==> src/uawk_pkg.sv <==
// Package of constants and carrier types for the auto-wake-up block
package uawk_pkg;
   // Register byte offsets
   localparam logic [3:0] BAUD_CTRL_OFS = 4'h0;
   localparam logic [3:0] RX_BUF_OFS = 4'h4;
   localparam logic [3:0] INT_STAT_OFS = 4'h8;
   localparam logic [3:0] INT_MASK_OFS = 4'hc;
   // Baud control field positions
   localparam int WAKE_EN_POS = 1;
   localparam int ASYNC_POS = 0;
   localparam int RX_IDLE_POS = 2;
   localparam int SLEEP_POS = 3;
   // Interrupt status field positions
   localparam int WAKE_EV_POS = 0;
   localparam int WAKE_END_POS = 1;
   // Reset values
   localparam logic [7:0] BAUD_CTRL_RST = 8'h01;
   localparam logic [1:0] INT_MASK_RST = 2'h0;
   localparam logic [7:0] RX_BUF_RST = 8'h00;

   typedef enum logic [1:0]
   {
      ST_NORMAL = 2'b00,
      ST_ARMED = 2'b01,
      ST_WOKEN = 2'b10
   } uawk_state_t;

   typedef struct packed
   {
      uawk_state_t state;
      logic async_mode;
      logic wake_en;
      logic sleep_req;
      logic rx_int_flag;
      logic [1:0] int_stat;
      logic [1:0] int_mask;
      logic rxd_prev;
      logic [7:0] rx_buf;
      logic ack;
      logic [31:0] dat;
   } uawk_regs_t;
endpackage

==> src/uawk_wake.sv <==
// Auto-wake-up logic of the asynchronous receiver with Wishbone registers
//
// Register access over Wishbone and the placing of the registers are this design's own decisions.
`timescale 1ns/1ns
`default_nettype none
module uawk_wake
#(
   parameter int ADDR_W = 4
)
(
   input wire logic clk_i, // 125 MHz clock
   input wire logic rst_i, // Sync reset, active high
   input wire logic [ADDR_W-1:0] adr_i, // Wishbone byte address
   input wire logic [31:0] dat_i, // Write data
   input wire logic [3:0] sel_i, // Byte selects
   input wire logic we_i, // Write enable
   input wire logic cyc_i, // Cycle
   input wire logic stb_i, // Strobe
   output logic [31:0] dat_o, // Read data
   output logic ack_o, // Acknowledge
   input wire logic receive_line_i, // Serial receive line
   input wire logic rx_busy_i, // Normal receiver mid-byte
   input wire logic [7:0] rx_data_i, // Byte from normal receiver
   input wire logic rx_data_vld_i, // Byte complete pulse
   output logic rx_enable_o, // Normal reception allowed
   output logic receive_int_flag_o, // Receive interrupt flag
   output logic wake_o, // Wake request to clock control
   output logic irq_o // Level interrupt
);
   initial
   begin
      if (ADDR_W < 4)
      begin
         $error("ADDR_W too small");
      end
   end

   uawk_pkg::uawk_regs_t r_ff;
   uawk_pkg::uawk_regs_t nxt_r;
   logic req;
   logic wr;
   logic rd;
   logic fall;
   logic rise;
   logic [3:0] ofs;

   // Bus decode
   assign req = cyc_i && stb_i && !r_ff.ack;
   assign wr = req && we_i;
   assign rd = req && !we_i;
   assign ofs = adr_i[3:0];
   // Line edges against previous sample
   assign fall = r_ff.rxd_prev && !receive_line_i;
   assign rise = !r_ff.rxd_prev && receive_line_i;

   // Next state
   always_comb
   begin
      nxt_r = r_ff;
      nxt_r.rxd_prev = receive_line_i;
      nxt_r.ack = req;
      nxt_r.dat = 32'h0;
      // Reading the receive buffer clears the flag; a set below wins
      if (rd && ofs == uawk_pkg::RX_BUF_OFS)
      begin
         nxt_r.rx_int_flag = 1'b0;
         nxt_r.dat = {24'h0, r_ff.rx_buf};
      end
      // Normal byte reception lands in the buffer only in the normal state, not when armed or woken
      if (rx_data_vld_i && r_ff.state == uawk_pkg::ST_NORMAL)
      begin
         nxt_r.rx_buf = rx_data_i;
         nxt_r.rx_int_flag = 1'b1;
      end
      if (rd && ofs == uawk_pkg::BAUD_CTRL_OFS)
      begin
         nxt_r.dat = 32'h0;
         nxt_r.dat[uawk_pkg::ASYNC_POS] = r_ff.async_mode;
         nxt_r.dat[uawk_pkg::WAKE_EN_POS] = r_ff.wake_en;
         nxt_r.dat[uawk_pkg::RX_IDLE_POS] = !rx_busy_i;
         nxt_r.dat[uawk_pkg::SLEEP_POS] = r_ff.sleep_req;
      end
      if (rd && ofs == uawk_pkg::INT_STAT_OFS)
      begin
         nxt_r.dat = {30'h0, r_ff.int_stat};
      end
      if (rd && ofs == uawk_pkg::INT_MASK_OFS)
      begin
         nxt_r.dat = {30'h0, r_ff.int_mask};
      end
      // Register writes
      if (wr && sel_i[0] && ofs == uawk_pkg::BAUD_CTRL_OFS)
      begin
         nxt_r.async_mode = dat_i[uawk_pkg::ASYNC_POS];
         nxt_r.wake_en = dat_i[uawk_pkg::WAKE_EN_POS];
         nxt_r.sleep_req = dat_i[uawk_pkg::SLEEP_POS];
      end
      if (wr && sel_i[0] && ofs == uawk_pkg::INT_STAT_OFS)
      begin
         nxt_r.int_stat = r_ff.int_stat & ~dat_i[1:0];
      end
      if (wr && sel_i[0] && ofs == uawk_pkg::INT_MASK_OFS)
      begin
         nxt_r.int_mask = dat_i[1:0];
      end
      // Wake sequencer
      case (r_ff.state)
         uawk_pkg::ST_NORMAL:
         begin
            if (r_ff.wake_en && r_ff.async_mode)
            begin
               nxt_r.state = uawk_pkg::ST_ARMED;
            end
         end
         uawk_pkg::ST_ARMED:
         begin
            if (!nxt_r.wake_en || !nxt_r.async_mode)
            begin
               nxt_r.state = uawk_pkg::ST_NORMAL;
            end
            else if (fall)
            begin
               nxt_r.rx_int_flag = 1'b1;
               nxt_r.int_stat[uawk_pkg::WAKE_EV_POS] = 1'b1;
               nxt_r.state = uawk_pkg::ST_WOKEN;
            end
         end
         uawk_pkg::ST_WOKEN:
         begin
            // A rising edge after the fall ends the wake-up; clearing wake_en or async_mode also returns to normal
            if (rise)
            begin
               nxt_r.wake_en = 1'b0;
               nxt_r.int_stat[uawk_pkg::WAKE_END_POS] = 1'b1;
               nxt_r.state = uawk_pkg::ST_NORMAL;
            end
            else if (!nxt_r.wake_en || !nxt_r.async_mode)
            begin
               nxt_r.state = uawk_pkg::ST_NORMAL;
            end
         end
         default:
         begin
            nxt_r.state = uawk_pkg::ST_NORMAL;
         end
      endcase
   end

   // State register
   always_ff @(posedge clk_i)
   begin
      if (rst_i)
      begin
         r_ff.state <= uawk_pkg::ST_NORMAL;
         r_ff.async_mode <= uawk_pkg::BAUD_CTRL_RST[uawk_pkg::ASYNC_POS];
         r_ff.wake_en <= uawk_pkg::BAUD_CTRL_RST[uawk_pkg::WAKE_EN_POS];
         r_ff.sleep_req <= uawk_pkg::BAUD_CTRL_RST[uawk_pkg::SLEEP_POS];
         r_ff.rx_int_flag <= 1'b0;
         r_ff.int_stat <= 2'h0;
         r_ff.int_mask <= uawk_pkg::INT_MASK_RST;
         r_ff.rxd_prev <= 1'b1;
         r_ff.rx_buf <= uawk_pkg::RX_BUF_RST;
         r_ff.ack <= 1'b0;
         r_ff.dat <= 32'h0;
      end
      else
      begin
         r_ff <= nxt_r;
      end
   end

   // Outputs
   assign dat_o = r_ff.dat;
   assign ack_o = r_ff.ack;
   // Reception held off while armed or woken, or in sleep
   assign rx_enable_o = (r_ff.state == uawk_pkg::ST_NORMAL) && !r_ff.sleep_req;
   assign receive_int_flag_o = r_ff.rx_int_flag;
   // Combinational wake in sleep: a falling line while armed raises wake at once
   assign wake_o = r_ff.sleep_req && (r_ff.state == uawk_pkg::ST_ARMED) && !receive_line_i;
   assign irq_o = |(r_ff.int_stat & r_ff.int_mask);
endmodule
`default_nettype wire

==> config.mk <==
export PLATFORM = sky130hd
export DESIGN_NAME = uawk_wake
export DESIGN_NICKNAME = d
export VERILOG_FILES = /design/src/uawk_pkg.sv /design/src/uawk_wake.sv
export SDC_FILE = /design/constraint.sdc
export NUM_CORES = 1
export LEC_CHECK = 0
export ABC_AREA = 1
export BUFFER_PORTS_ARGS = -buffer_cell sky130_fd_sc_hd__clkbuf_2
export CAP_MARGIN = 30
export CORE_ASPECT_RATIO = 1.2
export CORE_MARGIN = 5
export CORE_UTILIZATION = 46
export CTS_CLUSTER_SIZE = 40
export DETAILED_ROUTE_END_ITERATION = 8
export GPL_TIMING_DRIVEN = 0
export HOLD_SLACK_MARGIN = 0.1
export PLACE_DENSITY = 0.92
export SYNTH_ARGS = -nofsm -noshare
export SYNTH_HDL_FRONTEND = slang
export SYNTH_SLANG_ARGS = --single-unit
==> constraint.sdc <==
create_clock -name clk_i -period 2.6 [get_ports clk_i]
set_input_delay 0.13 -clock clk_i [delete_from_list [all_inputs] [get_ports clk_i]]
set_output_delay 0.13 -clock clk_i [all_outputs]
set_load 0.01 [all_outputs]
After elaboration in Yosys (flattened, before gate mapping)
Index checks and enable logic that the tools add are counted.
{ "word_totals": {"reg_bits": 52, "in_bits": 56, "output_inout_bits": 37, "elab_cells": 85} }
{ "classes": {"eq_ne": 8, "muxes": 24, "bitwise": 4, "n_reduce_logical": 35} }
{ "ops": {"columns": ["operator", "count"], "rows": [
  ["$logic_and A1 B1 Y1", 19],
  ["$mux W2", 8],
  ["$mux W1", 12],
  ["$eq A4 B4 Y1 const B", 2],
  ["$logic_not A1 Y1", 8],
  ["$mux W4", 2],
  ["$ne A3 B3 Y1 const B", 2],
  ["$pmux W2 S3", 1],
  ["$reduce_or A5 Y1", 1],
  ["$and A2 B2 Y2", 2],
  ["$eq A4 B3 Y1 const B", 1],
  ["$logic_not A4 Y1", 1],
  ["$reduce_or A4 Y1", 1],
  ["$mux W3", 1],
  ["$reduce_and A3 Y1", 1],
  ["$reduce_or A3 Y1", 1],
  ["$eq A2 B1 Y1 const B", 1],
  ["$eq A2 B2 Y1 const B", 1],
  ["$logic_not A2 Y1", 1],
  ["$ne A2 B1 Y1 const B", 1],
  ["$not A2 Y2", 1],
  ["$reduce_or A2 Y1", 1],
  ["$logic_or A1 B1 Y1", 1],
  ["$not A1 Y1", 1]
]} }

Longest topological paths before layout
{ "logic_depth": {"word_depth": 11, "ltp_mapped": 11, "ltp_nobuf": 11} }

Worst setup path before layout
Ideal clock, no wire load.
{ "synth_timing": {"kind": "register -> register", "start": "register r_ff, in the netlist ack_o", "end": "register r_ff[50] (netlist bit)", "setup_time_ns": 0.109, "arrival_time_ns": 1.152, "required_time_ns": 2.491, "setup_slack_ns": 1.340, "path_stages_with_launch": 11, "path_buffers": 0, "period_less_slack_ns": 1.260, "path_cell_list": "dfxtp_1 > inv_1 > nand3_2 > nor2_4 > nand3_1 > nand2_2 > nor2_4 > nor2_1 > nand3_2 > nand2_1 > inv_1"} }
{ "synth_via": {"elab_chain_cells": 10, "word_cells_on_any_way": 14, "cone_classes": "2 x eq/ne; 3 x mux; 9 x reduce/logical"} }
{ "synth_rtl": {"columns": ["item", "line_no", "source"], "rows": [
  ["from (decl)", "uawk_wake.sv:38", "uawk_pkg::uawk_regs_t r_ff;"],
  ["from (signal assigned)", "uawk_wake.sv:168", "r_ff <= nxt_r;"],
  ["$logic_not A1 Y1 *", "uawk_wake.sv:48", "assign req = cyc_i && stb_i && !r_ff.ack;"],
  ["$logic_and A1 B1 Y1 *", "uawk_wake.sv:48", null],
  ["$logic_and A1 B1 Y1 *", "uawk_wake.sv:49", "assign wr = req && we_i;"],
  ["$logic_and A1 B1 Y1 * (2 in a row)", "uawk_wake.sv:92", "if (wr && sel_i[0] && ofs == uawk_pkg::BAUD_CTRL_OFS)"],
  ["$mux W3 *", "uawk_wake.sv:92", null],
  ["$logic_not A1 Y1", "uawk_wake.sv:117, uawk_wake.sv:137", null],
  ["$logic_or A1 B1 Y1 *", "uawk_wake.sv:117, uawk_wake.sv:137", null],
  ["$ne A3 B3 Y1 (no source line) or $mux W2 (tied branches)", null, null],
  ["$reduce_and A3 Y1 (no source line) or $pmux W2 S3 (tied branches)", null, null]
]} }
Every way passes the cells marked *; elsewhere a longest branch is shown, timed or not.
A chain may end at the register's enable or synchronous reset.

Worst setup path in the final report
{ "layout_timing": {"start": "input port cyc_i", "end": "register r_ff, in the netlist ack_o"} }
{ "layout_via": {"elab_chain_cells": 2} }
{ "layout_rtl": {"columns": ["item", "line_no", "source"], "rows": [
  ["from (decl)", "uawk_wake.sv:17", "input wire logic cyc_i,"],
  ["$logic_and A1 B1 Y1 (2 in a row)", "uawk_wake.sv:48", null]
]} }
No other way between the ends.

==> impl_metrics.py <==
metrics = {
    "grt": {
        "grt_pass1_vias": 1320,
        "groute.usage.overall": 0.153,
        "grt_pass1_wl_mm": 5.42,
        "grt.overflow.total": 0,
        "grt.met2_usage": 0.270,
        "gr-max-usage-layer": "met2",
        "grt_antenna_before_repair": 0,
        "maximum_number_of_pins_on_one_net_before_global_route_repair": 17,
        "global_route.usage.met3": 0.0196,
        "m1_gr_usage": 0.182,
    },
    "sta": {
        "accumulated_negative_setup_slack_ns": 0,
        "final-hold-violation-count": 0,
        "fmax_mhz": 553,
        "fin_ws_ns": 0.791,
        "finalWorstPathRequiredPeriod_ns": 1.81,
        "grt_setup_unrepaired": "false",
        "setup_viol_count_final": 0,
        "worst_case_clock_skew_ns": 0.00629,
        "final_min_period_over_clock_period": 0.696,
        "timing.final.max_slew_violations": 0,
    },
    "routing": {
        "drc_errors": 0,
        "routed_wl_mm": 3.25,
        "drt_pre_antenna_iters": 4,
        "route.vias.total": 1366,
        "route.antenna.remaining_nets": 0,
        "initialDrtViolationCount": 28,
        "viasPerCell": 4.42,
        "detail_route.wl_per_cell_um": 10.5,
    },
    "clocking": {
        "clk_pin_slew_ns": 0.14,
        "cts_hold_buf": 16,
        "insertion_delay_ns": 0.33,
        "tritoncts.num_buffers": 3,
        "clockBufferDepth": 2,
        "cts_tree": "built",
        "cts.sinks": 28,
        "cts_htree_levels": 1,
        "cts-resized-gates": 0,
        "postCtsSetupRepairBufs": 0,
        "ctsRootBufferMaster": "sky130_fd_sc_hd__clkbuf_4",
    },
    "setup_path": {
        "timing_worst_setup_path_type": "primary input to register",
        "crit_required_ns": 2.88,
        "worstPathCellList": "dlygate4sd3_1 -> clkbuf_2 -> nand3_2 -> dlygate4sd3_1 -> nor2_1 -> dlygate4sd3_1",
        "timing.critical_path.buf_inv": 4,
        "timing.critical_path.from": "cyc_i",
        "maximum_fanout_along_the_worst_path": 3,
        "crit_path_frequent_cell": "sky130_fd_sc_hd__dlygate4sd3_1",
        "path_delay_family": "buffers and inverters",
        "regToRegStartpoint": "ack_o$_SDFF_PP0_",
        "cp-start-kind": "primary input",
        "cpPeakStageDelay_ns": 0.58,
        "critical-path-slowest-cell": "sky130_fd_sc_hd__dlygate4sd3_1",
        "cp.arrival_ns": 2.09,
        "critical_path.endpoint_type": "register",
    },
    "yosys": {
        "synth_top_cell_by_area": "sky130_fd_sc_hd__dfxtp_1",
        "yosys_register_bits": 28,
        "post_synth_design_cell_area_sq_mm": 0.00149,
        "netlist_top_cells_area": "sky130_fd_sc_hd__dfxtp_1 38%, sky130_fd_sc_hd__buf_4 16%, sky130_fd_sc_hd__inv_1 6.6%, sky130_fd_sc_hd__a21oi_1 5.0%, sky130_fd_sc_hd__o21ai_0 4.7%",
        "synth.yosys.seq_area_share": 0.376,
        "edff_count_synth": 0,
        "postSynth.asyncResetShare": 0,
        "synth_top_cell_area_share": 0.376,
        "synthFlopType": "sky130_fd_sc_hd__dfxtp_1",
        "yosysUniqueCellTypes": 29,
        "avgSynthCellArea_sq_um": 7.64,
        "yosysWarningCount": 0,
        "syn-instance-count": 195,
    },
    "die": {
        "die-width_um": 61.9,
        "die_area_sq_mm": 0.00448,
        "floorplan.core_area_sq_mm": 0.00308,
        "placementRows": 22,
        "start_util": 0.483,
        "num_io_pins": 93,
        "die_h_um": 72.3,
    },
    "run_status": {
        "run_status": "complete, no violations",
    },
    "placement": {
        "pre_cts_slack_ns": 1.27,
        "place_area_sq_mm": 0.00180,
        "replace_congestion": 0.824,
        "detailed_place_hpwl_mm": 2.51,
        "port_buffers": 35,
        "placed_cells": 289,
    },
    "finish": {
        "finish.cell_count_without_fillers": 309,
        "final_common_cell": "sky130_fd_sc_hd__clkbuf_2",
        "layout.cells.most_common_list": "35 x sky130_fd_sc_hd__clkbuf_2, 32 x sky130_fd_sc_hd__buf_4, 28 x sky130_fd_sc_hd__dfxtp_1",
        "diodes": 0,
        "final_net_count": 330,
        "combined_flip_flop_and_latch_cell_area_sq_um": 561,
        "layout-area-overhead-vs-synth_pct": 34.9,
        "final_layout_size_suffix_gt1_frac": 0.337,
        "fill_cells": 279,
        "multi_input_area_sq_um": 649,
        "final_cell_area_sq_mm": 0.00201,
    },
    "flow_run": {
        "max_cap_viol_count": 0,
    },
    "power_and_ir_drop": {
        "ir_drop_uv": 302,
        "power.density_cell_area_mw_per_mm2": 429,
        "power.static_leakage_uw": 0.00103,
    },
    "worst_hold_path": {
        "worst_min_delay_path_class": "primary input to register",
        "min-delay-start": "rx_data_i[0]",
    },
}
## final cells by class
type | count | area share
buffer | 35 | 0.126
clock buffer | 3 | 0.0112
clock inverter | 1 | 0.0150
inverter | 30 | 0.0561
multi-input combinational | 125 | 0.323
sequential | 28 | 0.279
tap | 36 | 0.0224
timing repair buffer | 51 | 0.167
## sequential cells by signal, indices dropped and copies added (netlist names)
name	cells
receive_int_flag_o	1
ack_o	1
dat_o	8
r_ff	18
## cell usage after synthesis, types with 2 or more instances
library cell / n
sky130_fd_sc_hd__nand3_2: 3
sky130_fd_sc_hd__a21oi_1: 15
sky130_fd_sc_hd__o21ai_0: 14
sky130_fd_sc_hd__nor2_1: 18
sky130_fd_sc_hd__nand3_1: 9
sky130_fd_sc_hd__nand2_4: 2
sky130_fd_sc_hd__buf_4: 32
sky130_fd_sc_hd__nor3_1: 3
sky130_fd_sc_hd__clkbuf_1: 2
sky130_fd_sc_hd__nand2_2: 4
sky130_fd_sc_hd__dfxtp_1: 28
sky130_fd_sc_hd__nor2_4: 3
sky130_fd_sc_hd__o22ai_1: 2
sky130_fd_sc_hd__inv_2: 4
sky130_fd_sc_hd__nand2_1: 17
sky130_fd_sc_hd__inv_1: 26
## cell families (layout without fill, tap and decap cells)
family	after synthesis	after routing	synth area share
buffers and inverters	65	120	0.245
AOI/OAI and AO/OA	35	35	0.129
DFF	28	28	0.376
and+or+nand+nor	66	66	0.247
other	1	24	0.00252
## metal layers
layer	up-vias	share of wire	wire, um
li1	722	-	-
met1	593	0.41	1320
met2	46	0.51	1670
met3	5	0.067	217
met4	0	0.013	42
met5	-	0	0
## worst min-delay path, cell delays in order
cell and delay [ns]:
sky130_fd_sc_hd__clkbuf_2 0.08, sky130_fd_sc_hd__o21ai_0 0.15, sky130_fd_sc_hd__a21oi_1 0.05
## worst paths after layout
kind | end | slack [ns] | depth (start not counted)
max | ack_o$_SDFF_PP0_ | 0.79 | 6
min | r_ff[33]$_SDFFE_PP0P_ | 0.12 | 3
min reg2reg | dat_o[5]$_SDFF_PP0_ | 0.45 | 2
max reg2reg | ack_o$_SDFF_PP0_ | 0.85 | 5
## report_power, final
group	switching, uW	internal, uW	leakage (uW)
Combinational	67.6	64.9	0.000774
Sequential	3.94	441	0.000228
Clock	128	156	0.0000279
Total	199	662	0.00103
## stage by stage
step	utilization	power, uW	hold slack (ns)
floorplan	-	537	0.227
global placement	0.582	564	0.327
detailed placement	0.582	567	0.329
CTS	0.651	864	0.116
global route	0.651	902	0.143
finish	0.651	862	0.116
No activity file was read; power rests on OpenSTA's default activity.
